**config.mk**
```make
export PLATFORM = sky130hd
export DESIGN_NAME = bsfd_top
export DESIGN_NICKNAME = d
export VERILOG_FILES = /design/src/hdl/bsfd_pkg.sv /design/src/hdl/bsfd_mem.sv /design/src/hdl/bsfd_top.sv
export SDC_FILE = /design/constraint.sdc
export NUM_CORES = 1
export LEC_CHECK = 0
export BUFFER_PORTS_ARGS = -buffer_cell sky130_fd_sc_hd__buf_2
export CORE_MARGIN = 4
export CORE_UTILIZATION = 42
export DETAILED_ROUTE_END_ITERATION = 8
export PLACE_DENSITY = 0.66
export SLEW_MARGIN = 20
export SYNTH_ARGS = -nofsm -noshare
export SYNTH_HDL_FRONTEND = slang
export SYNTH_HIERARCHICAL = 1
export SYNTH_SLANG_ARGS = --single-unit
```
**constraint.sdc**
```tcl
create_clock -name CORE_CLK -period 9.97 [get_ports CORE_CLK]
set_clock_uncertainty 0.1 [all_clocks]
set_input_delay 1.4955 -clock CORE_CLK [delete_from_list [all_inputs] [get_ports CORE_CLK]]
set_output_delay 1.4955 -clock CORE_CLK [all_outputs]
set_load 0.1 [all_outputs]
```
**src/hdl/bsfd_pkg.sv**
```systemverilog
// Constants, opcodes and register map of the bit and shift datapath
package bsfd_pkg;
  localparam int BYTE_W = 8;
  localparam int DATA_W = 8;
  localparam int IDX_W = 3;
  localparam int IO_AW = 6;
  localparam int OP_W = 5;
  localparam int WB_AW = 8;
  localparam int WB_DW = 32;
  localparam int SEL_W = 4;
  // Byte addresses of the bus registers
  localparam logic [7:0] ADR_CMD = 8'h00;
  localparam logic [7:0] ADR_FLAGS = 8'h04;
  localparam logic [7:0] ADR_OPERAND = 8'h08;
  localparam logic [7:0] ADR_IO_SEL = 8'h0c;
  localparam logic [7:0] ADR_IO_DATA = 8'h10;
  localparam logic [7:0] ADR_STATE = 8'h14;
  // Command word fields
  localparam int CMD_OP_LSB = 0;
  localparam int CMD_IDX_LSB = 8;
  localparam int CMD_IO_LSB = 16;
  // State word bits
  localparam int ST_BUSY_BIT = 0;
  localparam int ST_BAD_BIT = 1;
  // Flag positions in the status flags register
  localparam int FLAG_C = 0;
  localparam int FLAG_Z = 1;
  localparam int FLAG_N = 2;
  localparam int FLAG_V = 3;
  localparam int FLAG_T = 6;
  localparam int FLAG_I = 7;
  localparam logic [7:0] FLAGS_RST = 8'h00;
  localparam logic [7:0] OPERAND_RST = 8'h00;
  // Command codes
  localparam logic [4:0] OP_IO_BIT_SET = 5'h01;
  localparam logic [4:0] OP_IO_BIT_CLEAR = 5'h02;
  localparam logic [4:0] OP_SHL = 5'h03;
  localparam logic [4:0] OP_SHR = 5'h04;
  localparam logic [4:0] OP_ROL = 5'h05;
  localparam logic [4:0] OP_ROR = 5'h06;
  localparam logic [4:0] OP_ASR = 5'h07;
  localparam logic [4:0] OP_SWAP = 5'h08;
  localparam logic [4:0] OP_BIT_RAISE = 5'h09;
  localparam logic [4:0] OP_BIT_LOWER = 5'h0a;
  localparam logic [4:0] OP_TO_T = 5'h0b;
  localparam logic [4:0] OP_FROM_T = 5'h0c;
  localparam logic [4:0] OP_C_RAISE = 5'h0d;
  localparam logic [4:0] OP_C_LOWER = 5'h0e;
  localparam logic [4:0] OP_N_RAISE = 5'h0f;
  localparam logic [4:0] OP_N_LOWER = 5'h10;
  localparam logic [4:0] OP_Z_RAISE = 5'h11;
  localparam logic [4:0] OP_Z_LOWER = 5'h12;
  localparam logic [4:0] OP_IRQ_GLOBAL = 5'h13;
  // Execution sequencer states
  typedef enum logic [1:0] {
    ST_IDLE,
    ST_EXEC,
    ST_IO_READ,
    ST_IO_WRITE
  } bsfd_state_t;
endpackage : bsfd_pkg

```
**src/hdl/bsfd_mem.sv**
```systemverilog
// Small I/O space memory with registered read data
`timescale 1ns/1ns
`default_nettype none
module bsfd_mem #(
  parameter int WIDTH = 8,
  parameter int AW = 6
) (
  input wire logic clk,
  input wire logic rst_n,
  input wire logic en,
  input wire logic we,
  input wire logic [AW-1:0] waddr,
  input wire logic [WIDTH-1:0] wdata,
  input wire logic [AW-1:0] raddr,
  output logic [WIDTH-1:0] rdata
);
  // Storage, no reset so it maps to RAM
  logic [WIDTH-1:0] mem [2**AW];

  // Write port
  always_ff @(posedge clk) begin
    if (en && we) begin
      mem[waddr] <= wdata;
    end
  end

  // Read port, old data on a same-address write
  always_ff @(posedge clk or negedge rst_n) begin
    if (!rst_n) begin
      rdata <= '0;
    end else if (en) begin
      rdata <= mem[raddr];
    end
  end
endmodule : bsfd_mem
`default_nettype wire

```
**src/hdl/bsfd_top.sv**
```systemverilog
// Bit, shift and flag datapath with a Wishbone register port
`timescale 1ns/1ns
`default_nettype none
module bsfd_top #(
  parameter int IO_AW = bsfd_pkg::IO_AW
) (
  input wire logic CORE_CLK,
  input wire logic RST_N,
  input wire logic CLK_EN,
  input wire logic WB_CYC_I,
  input wire logic WB_STB_I,
  input wire logic WB_WE_I,
  input wire logic [bsfd_pkg::WB_AW-1:0] WB_ADR_I,
  input wire logic [bsfd_pkg::SEL_W-1:0] WB_SEL_I,
  input wire logic [bsfd_pkg::WB_DW-1:0] WB_DAT_I,
  output logic [bsfd_pkg::WB_DW-1:0] WB_DAT_O,
  output logic WB_ACK_O,
  output logic BUSY,
  output logic IRQ_ENABLE
);
  localparam int DW = bsfd_pkg::DATA_W;
  localparam int MSB = DW - 1;
  localparam int BW = bsfd_pkg::BYTE_W;
  localparam int XW = bsfd_pkg::IDX_W;
  localparam int OW = bsfd_pkg::OP_W;
  localparam int BUS_W = bsfd_pkg::WB_DW;
  // Unused bits between the index and I/O address fields
  localparam int GAP_W = bsfd_pkg::CMD_IO_LSB - bsfd_pkg::CMD_IDX_LSB - XW;

  // Merge write data into a word by byte lane
  function automatic logic [BUS_W-1:0] lane_merge(
    input logic [BUS_W-1:0] old_w,
    input logic [BUS_W-1:0] new_w,
    input logic [bsfd_pkg::SEL_W-1:0] sel
  );
    logic [BUS_W-1:0] r;
    r = old_w;
    for (int i = 0; i < bsfd_pkg::SEL_W; i++) begin
      if (sel[i]) begin
        r[i*BW +: BW] = new_w[i*BW +: BW];
      end
    end
    return r;
  endfunction : lane_merge

  // Force one bit of a byte to a value
  function automatic logic [DW-1:0] put_bit(
    input logic [DW-1:0] v,
    input logic [XW-1:0] idx,
    input logic b
  );
    logic [DW-1:0] r;
    r = v;
    r[idx] = b;
    return r;
  endfunction : put_bit

  // Codes that the sequencer accepts
  function automatic logic op_known(input logic [OW-1:0] op);
    return (op >= bsfd_pkg::OP_IO_BIT_SET) &&
           (op <= bsfd_pkg::OP_IRQ_GLOBAL);
  endfunction : op_known

  // Codes that take the I/O read-modify-write path
  function automatic logic op_is_io(input logic [OW-1:0] op);
    return (op == bsfd_pkg::OP_IO_BIT_SET) ||
           (op == bsfd_pkg::OP_IO_BIT_CLEAR);
  endfunction : op_is_io

  // Codes in the shift and rotate group
  function automatic logic op_is_shift(input logic [OW-1:0] op);
    return (op >= bsfd_pkg::OP_SHL) &&
           (op <= bsfd_pkg::OP_ASR);
  endfunction : op_is_shift

  // New flags after one register or flag command
  function automatic logic [DW-1:0] flag_update(
    input logic [OW-1:0] op,
    input logic [DW-1:0] f,
    input logic [DW-1:0] res,
    input logic cout,
    input logic [XW-1:0] idx,
    input logic [DW-1:0] opd
  );
    logic [DW-1:0] r;
    r = f;
    unique case (op)
      bsfd_pkg::OP_BIT_RAISE: r[idx] = 1'h1;
      bsfd_pkg::OP_BIT_LOWER: r[idx] = 1'h0;
      bsfd_pkg::OP_TO_T: r[bsfd_pkg::FLAG_T] = opd[idx];
      bsfd_pkg::OP_C_RAISE: r[bsfd_pkg::FLAG_C] = 1'h1;
      bsfd_pkg::OP_C_LOWER: r[bsfd_pkg::FLAG_C] = 1'h0;
      bsfd_pkg::OP_N_RAISE: r[bsfd_pkg::FLAG_N] = 1'h1;
      bsfd_pkg::OP_N_LOWER: r[bsfd_pkg::FLAG_N] = 1'h0;
      bsfd_pkg::OP_Z_RAISE: r[bsfd_pkg::FLAG_Z] = 1'h1;
      bsfd_pkg::OP_Z_LOWER: r[bsfd_pkg::FLAG_Z] = 1'h0;
      bsfd_pkg::OP_IRQ_GLOBAL: r[bsfd_pkg::FLAG_I] = 1'h1;
      // Other codes leave flags alone
      default: r = f;
    endcase
    // shift flag update
    // Done after the case, so its default cannot undo it
    if (op_is_shift(op)) begin
      r[bsfd_pkg::FLAG_Z] = (res == '0);
      r[bsfd_pkg::FLAG_C] = cout;
      r[bsfd_pkg::FLAG_N] = res[MSB];
      r[bsfd_pkg::FLAG_V] = res[MSB] ^ cout;
    end
    return r;
  endfunction : flag_update

  // Bus handshake state
  logic pend; // Request seen, answer next edge
  logic ack; // Registered acknowledge
  logic [BUS_W-1:0] dat_o; // Registered read data

  // Programmer-visible state
  logic [OW-1:0] cmd_op; // Current command code
  logic [XW-1:0] cmd_idx; // Bit index operand
  logic [IO_AW-1:0] cmd_io; // I/O address operand
  logic [DW-1:0] flags; // Status flags register
  logic [DW-1:0] operand; // Destination/source register
  logic [IO_AW-1:0] io_sel; // I/O address for bus access
  logic bad_cmd; // Last command code unknown

  // Sequencer
  bsfd_pkg::bsfd_state_t state; // Current state
  bsfd_pkg::bsfd_state_t next_state; // Next state

  // Bus decode
  wire req = WB_CYC_I & WB_STB_I;
  wire busy = (state != bsfd_pkg::ST_IDLE);
  // Stall new requests while a command runs
  wire start = req & ~pend & ~ack & ~busy;
  wire wr_fire = pend & WB_WE_I;
  wire a_cmd = (WB_ADR_I == bsfd_pkg::ADR_CMD);
  wire a_flags = (WB_ADR_I == bsfd_pkg::ADR_FLAGS);
  wire a_opd = (WB_ADR_I == bsfd_pkg::ADR_OPERAND);
  wire a_iosel = (WB_ADR_I == bsfd_pkg::ADR_IO_SEL);
  wire a_iodat = (WB_ADR_I == bsfd_pkg::ADR_IO_DATA);
  wire a_state = (WB_ADR_I == bsfd_pkg::ADR_STATE);

  // Current register words, zero above their fields
  wire [BUS_W-1:0] w_cmd = (BUS_W'({cmd_io,
    GAP_W'(0), cmd_idx}) << bsfd_pkg::CMD_IDX_LSB) |
    BUS_W'(cmd_op);
  wire [BUS_W-1:0] w_flags = BUS_W'(flags);
  wire [BUS_W-1:0] w_opd = BUS_W'(operand);
  wire [BUS_W-1:0] w_iosel = BUS_W'(io_sel);
  wire [DW-1:0] io_rdata; // I/O word read back
  wire [BUS_W-1:0] w_iodat = BUS_W'(io_rdata);
  wire [BUS_W-1:0] w_state = BUS_W'(
    {bad_cmd, busy} << bsfd_pkg::ST_BUSY_BIT);

  // Lane-merged write words
  wire [BUS_W-1:0] m_cmd = lane_merge(w_cmd, WB_DAT_I, WB_SEL_I);
  wire [BUS_W-1:0] m_flags = lane_merge(w_flags, WB_DAT_I,
    WB_SEL_I);
  wire [BUS_W-1:0] m_opd = lane_merge(w_opd, WB_DAT_I, WB_SEL_I);
  wire [BUS_W-1:0] m_iosel = lane_merge(w_iosel, WB_DAT_I,
    WB_SEL_I);
  wire [BUS_W-1:0] m_iodat = lane_merge(w_iodat, WB_DAT_I,
    WB_SEL_I);

  // Command write: the op lane launches the command
  wire [OW-1:0] new_op = m_cmd[bsfd_pkg::CMD_OP_LSB +: OW];
  wire cmd_wr = wr_fire & a_cmd & WB_SEL_I[0];
  wire cmd_go = cmd_wr & op_known(new_op);
  wire go_io = op_is_io(new_op);

  // Read mux, unmapped reads give zero
  wire [BUS_W-1:0] rd_mux =
    a_cmd ? w_cmd :
    a_flags ? w_flags :
    a_opd ? w_opd :
    a_iosel ? w_iosel :
    a_iodat ? w_iodat :
    a_state ? w_state : '0;

  // Register-group results
  wire c_in = flags[bsfd_pkg::FLAG_C];
  wire t_in = flags[bsfd_pkg::FLAG_T];
  wire [DW-1:0] r_shl = {operand[MSB-1:0], 1'h0};
  wire [DW-1:0] r_shr = {1'h0, operand[MSB:1]};
  wire [DW-1:0] r_rol = {operand[MSB-1:0], c_in};
  wire [DW-1:0] r_ror = {c_in, operand[MSB:1]};
  wire [DW-1:0] r_asr = {operand[MSB], operand[MSB:1]};
  wire [DW-1:0] r_swap = {operand[DW/2-1:0], operand[MSB:DW/2]};
  wire [DW-1:0] r_bld = put_bit(operand, cmd_idx, t_in);

  // Result select and carry out
  wire left_op = (cmd_op == bsfd_pkg::OP_SHL) ||
                 (cmd_op == bsfd_pkg::OP_ROL);
  wire cout = left_op ? operand[MSB] : operand[0];
  wire [DW-1:0] reg_res =
    (cmd_op == bsfd_pkg::OP_SHL) ? r_shl :
    (cmd_op == bsfd_pkg::OP_SHR) ? r_shr :
    (cmd_op == bsfd_pkg::OP_ROL) ? r_rol :
    (cmd_op == bsfd_pkg::OP_ROR) ? r_ror :
    (cmd_op == bsfd_pkg::OP_ASR) ? r_asr :
    (cmd_op == bsfd_pkg::OP_SWAP) ? r_swap :
    (cmd_op == bsfd_pkg::OP_FROM_T) ? r_bld : operand;
  // Only shift, swap and load write the register back
  wire reg_wb = op_is_shift(cmd_op) ||
    (cmd_op == bsfd_pkg::OP_SWAP) ||
    (cmd_op == bsfd_pkg::OP_FROM_T);
  wire [DW-1:0] flags_res = flag_update(cmd_op, flags, reg_res,
    cout, cmd_idx, operand);
  wire in_exec = (state == bsfd_pkg::ST_EXEC);

  // I/O space ports
  // selected bit forced high for set, low for clear
  wire [DW-1:0] io_mod = put_bit(io_rdata, cmd_idx,
    cmd_op == bsfd_pkg::OP_IO_BIT_SET);
  wire io_exec_wr = (state == bsfd_pkg::ST_IO_WRITE);
  wire io_bus_wr = wr_fire & a_iodat;
  wire mem_we = io_exec_wr | io_bus_wr;
  wire [IO_AW-1:0] mem_addr = busy ? cmd_io : io_sel;
  wire [DW-1:0] mem_wdata = busy ? io_mod : m_iodat[DW-1:0];

  // I/O space storage
  bsfd_mem #(
    .WIDTH(DW),
    .AW(IO_AW)
  ) u_io_space (
    .clk(CORE_CLK),
    .rst_n(RST_N),
    .en(CLK_EN),
    .we(mem_we),
    .waddr(mem_addr),
    .wdata(mem_wdata),
    .raddr(mem_addr),
    .rdata(io_rdata)
  );

  // Sequencer next state
  always_comb begin
    next_state = state;
    unique case (state)
      bsfd_pkg::ST_IDLE: begin
        if (cmd_go) begin
          next_state = go_io ? bsfd_pkg::ST_IO_READ
                             : bsfd_pkg::ST_EXEC;
        end
      end
      bsfd_pkg::ST_EXEC: next_state = bsfd_pkg::ST_IDLE;
      bsfd_pkg::ST_IO_READ: next_state = bsfd_pkg::ST_IO_WRITE;
      bsfd_pkg::ST_IO_WRITE: next_state = bsfd_pkg::ST_IDLE;
    endcase
  end

  // Sequencer state register
  always_ff @(posedge CORE_CLK or negedge RST_N) begin
    if (!RST_N) begin
      state <= bsfd_pkg::ST_IDLE;
    end else if (CLK_EN) begin
      state <= next_state;
    end
  end

  // Bus handshake, ack two cycles after the request
  always_ff @(posedge CORE_CLK or negedge RST_N) begin
    if (!RST_N) begin
      pend <= 1'h0;
      ack <= 1'h0;
      dat_o <= '0;
    end else if (CLK_EN) begin
      pend <= start;
      ack <= pend;
      // Reads only, so read data stands until the next read
      if (pend && !WB_WE_I) begin
        dat_o <= rd_mux;
      end
    end
  end

  // Command fields, only taken with the op lane
  always_ff @(posedge CORE_CLK or negedge RST_N) begin
    if (!RST_N) begin
      cmd_op <= '0;
      cmd_idx <= '0;
      cmd_io <= '0;
      bad_cmd <= 1'h0;
    end else if (CLK_EN && cmd_wr) begin
      cmd_op <= new_op;
      cmd_idx <= m_cmd[bsfd_pkg::CMD_IDX_LSB +: XW];
      cmd_io <= m_cmd[bsfd_pkg::CMD_IO_LSB +: IO_AW];
      bad_cmd <= ~op_known(new_op);
    end
  end

  // Status flags: bus write or execute cycle
  // I/O commands leave flags
  always_ff @(posedge CORE_CLK or negedge RST_N) begin
    if (!RST_N) begin
      flags <= bsfd_pkg::FLAGS_RST;
    end else if (CLK_EN && in_exec) begin
      flags <= flags_res;
    end else if (CLK_EN && wr_fire && a_flags) begin
      flags <= m_flags[DW-1:0];
    end
  end

  // Operand register, written back by execute
  // source kept by bit store
  always_ff @(posedge CORE_CLK or negedge RST_N) begin
    if (!RST_N) begin
      operand <= bsfd_pkg::OPERAND_RST;
    end else if (CLK_EN && in_exec && reg_wb) begin
      operand <= reg_res;
    end else if (CLK_EN && wr_fire && a_opd) begin
      operand <= m_opd[DW-1:0];
    end
  end

  // I/O address used by bus accesses
  always_ff @(posedge CORE_CLK or negedge RST_N) begin
    if (!RST_N) begin
      io_sel <= '0;
    end else if (CLK_EN && wr_fire && a_iosel) begin
      io_sel <= m_iosel[IO_AW-1:0];
    end
  end

  // Outputs
  assign WB_ACK_O = ack;
  assign WB_DAT_O = dat_o;
  assign BUSY = busy;
  assign IRQ_ENABLE = flags[bsfd_pkg::FLAG_I];
endmodule : bsfd_top
`default_nettype wire

```
==> flow_summary.yaml <==
outcome:
  status: "completed"
pwr:
  power_density_mw_per_mm2: 177
  power_frac_clock: 0.417
  swShare: 0.215
  seq_power_share: 0.547
  worst_ir_drop_vdd_mv: 0.163
  switchingPower_w: 0.00106
  p_comb_frac: 0.036
  p_leak_nw: 8.89
  intPower_w: 0.00385
sta:
  worst_pin_slew_ps: 1040
  setup_viol: 0
  hold_slack_ps: 383
  maxSlewViolCount: 0
  rsz0062_at_grt: "false"
  fin_crit_sh: 0.474
  hold_viol_final: 0
  slew_headroom: 0.310
  final.setup.tns_ps: 0
  period_minus_slack_ps: 4730
  fmax_ghz: 0.212
clock_tree:
  cts-htree-levels: 2
  holdBufCountCts: 0
  cts-root-buf: "clkbuf_16"
  postCtsSetupRepairBufs: 0
  cts-buffers-inserted: 57
  clk_pin_slew_ps: 60
  cts_sinks: 578
  cts_tree: "yes"
  clk_latency_ps: 640
  clockBufferDepth: 3
  cts_resized: 0
cells_and_area:
  design_area_sq_mm: 0.0277
  layoutNonFillerInstCount: 2417
  fillers: 4976
  syn_to_final_growth_pct: 11.0
  nets: 1646
  drive_above_1_share: 0.218
die:
  die-width_um: 252
  initial_core_util: 0.424
  die_area_sq_mm: 0.0635
  rows: 89
  io_pins: 85
  dieHeight_um: 252
  fp.coreArea_sq_mm: 0.0590
place:
  io_buffers: 53
  placed_cells: 2309
  place_hpwl_um: 34900
  placed_area_sq_mm: 0.0259
  gpl.final_weighted_congestion: 0.904
drt:
  via_count: 14200
  wl_um: 56700
  drcViolationCount: 0
  drtIter0Drc: 1294
  ant_nets: 0
  drt_first_pass_iters: 6
  vias_per_cell: 5.87
  wl_per_cell_um: 23.5
grt:
  first_global_vias: 14000
  grt_max_degree: 72
  grt_overflow: 0
  antenna_found_initial: 0
  grtUsageTotal: 0.176
  grt_pass1_wl_um: 86500
logic_synthesis:
  async_flop_share: 0.114
  ys_seq_area_frac: 0.681
  yosysWarnings: 6
  ys_seq_elements: 578
  ys.flop_type: "edfxtp_1"
  synth_cells: 1568
  synth_area_sq_mm: 0.0250
  synth.distinct_cells: 66
  syn_avg_cell_area_sq_um: 15.9
  synth_edf_count: 512
setup_path:
  path_cells: "nor2_1 > buf_4 > inv_1 > nand2_1 > nand2_4 > buf_4 > nand3_1 > nor2_1"
  cp.required_ps: 10100
  worstPathMaxFanout: 71
  cp_top_family: "simple AND/OR/NAND/NOR gates"
  rr_worst_depth: 8
  cp.arrival_ps: 4860
  cp_slowest_cell: "nor2_1"
  cp.buffers_inverters: 3
  end_kind: "flop"
  crit_type: "flop to flop"
  start_kind: "flop"
  path_depth: 8
  max_stage_delay_ps: 890
min_path:
  holdPathStages: 2
  hold_class: "flop to flop"
run:
  max-cap-violations: 0
==> cells in the mapped netlist, types with 6 or more instances <==
cell / n / area share
a21o_1: 6 / 0.0018
a21oi_1: 45 / 0.0090
a221oi_1: 14 / 0.0049
a22o_1: 9 / 0.0032
a22oi_1: 27 / 0.0081
a31oi_1: 7 / 0.0018
and2_1: 7 / 0.0018
and3_1: 7 / 0.0018
buf_1: 10 / 0.0015
buf_2: 34 / 0.0068
buf_4: 16 / 0.0048
buf_6: 6 / 0.0027
clkbuf_1: 54 / 0.0081
dfrtp_1: 66 / 0.066
edfxtp_1: 512 / 0.62
inv_1: 14 / 0.0021
mux2_2: 62 / 0.028
mux2i_1: 50 / 0.020
mux4_2: 120 / 0.11
nand2_1: 118 / 0.018
nand2b_1: 15 / 0.0038
nand3_1: 24 / 0.0048
nand3b_1: 10 / 0.0030
nand4_1: 6 / 0.0015
nor2_1: 136 / 0.020
nor2b_1: 18 / 0.0045
nor3_1: 14 / 0.0028
nor3b_1: 6 / 0.0018
o211ai_1: 6 / 0.0018
o21ai_0: 47 / 0.0094
o221ai_1: 18 / 0.0063
o22ai_1: 19 / 0.0048
==> cells in the final DEF, fill, tap and decap left out, drive strengths merged, types with 15 or more instances in the layout <==
cell    netlist  routed
a21oi        45      45
a22oi        27      27
buf          66      76
clkbuf       55      72
clkinv        0      25
conb          1      15
dfrtp        66      66
edfxtp      512     512
inv          14      15
mux2         62      62
mux2i        50      50
mux4        120     120
nand2       118     118
nand2b       15      15
nand3        24      24
nor2        136     136
nor2b        18      18
o21ai        48      48
o221ai       18      18
o22ai        19      19
==> through the flow <==
stage / total power, W / setup WS (ps) / utilization
2_1_floorplan: 0.00284 / 5860 / -
4_1_cts: 0.00496 / 5190 / 0.469
3_5_place_dp: 0.00291 / 5120 / 0.439
6_report: 0.00491 / 5240 / 0.470
3_3_place_gp: 0.00291 / 5180 / 0.439
5_1_grt: 0.00508 / 4890 / 0.470
==> power groups by stage <==
stage / clock network [W] / registers [W] / logic [W]
after global routing: 0.00220 / 0.00268 / 0.000189
after CTS: 0.00210 / 0.00268 / 0.000176
after global placement: 0 / 0.00273 / 0.000170
after detailed placement: 0 / 0.00274 / 0.000177
final: 0.00205 / 0.00269 / 0.000176
after floorplan: 0 / 0.00274 / 0.000107
==> cell families (layout without fill, tap and decap cells) <==
group / count (synthesis) / after routing / synth area share
other: 1 / 16 / 0.000150
muxes: 232 / 232 / 0.156
xor gates and xnor gates: 3 / 3 / 0.00105
and+or+nand+nor: 383 / 383 / 0.0714
buffers and inverters: 135 / 196 / 0.0262
AOI/OAI and AO/OA: 236 / 236 / 0.0640
DFF: 578 / 578 / 0.681
==> worst min-delay path, delay by kind of cell (launching register included) <==
family	cells	cell delay [ps]
simple gates	1	40
flops	1	330
compound gates	1	70
==> metal layers <==
layer,vias to the layer above,wire (um),part of all wire,GRT usage
li1,6226,-,-,-
met1,7263,24100,0.43,0.250
met2,585,27100,0.48,0.282
met3,116,4050,0.071,0.0316
met4,0,1490,0.026,0.0519
met5,-,0,0,0
==> state kept, by name, summed over array words and instances, names as in the netlist, 3 cells and up, named ones only <==
| name | flops |
|---|---|
| io_sel | 6 |
| operand | 8 |
| cmd_io | 6 |
| cmd_op | 5 |
| WB_DAT_O | 17 |
| u_io_space/mem | 512 |
| flags | 5 |
| u_io_space/rdata | 8 |
| cmd_idx | 3 |
==> path summary, 6_finish.rpt <==
check	from	slack [ps]	to
max in group asynchronous	RST_N	8210	WB_DAT_O[10]
worst max-delay path	state[0]	5240	u_io_space/mem[23][0]
min in group asynchronous	RST_N	980	operand[3]
worst min-delay path	WB_DAT_O[9]	380	WB_DAT_O[9]
worst min register to register	WB_DAT_O[9]	380	WB_DAT_O[9]
worst max register to register	state[0]	5240	u_io_space/mem[23][0]
==> cell type report <==
| class | instances | area [sq um] | share of cell area |
|---|---|---|---|
| antenna | 1 | 2.50 | 0.0000902 |
| multi-input combinational | 869 | 7450 | 0.268 |
| inverter | 14 | 52.6 | 0.00189 |
| clock inverter | 34 | 295 | 0.0106 |
| clock buffer | 72 | 1500 | 0.0542 |
| tap | 773 | 967 | 0.0349 |
| sequential | 578 | 17000 | 0.614 |
| timing repair buffer | 76 | 442 | 0.0159 |
No activity file was read; power rests on OpenSTA's default activity.
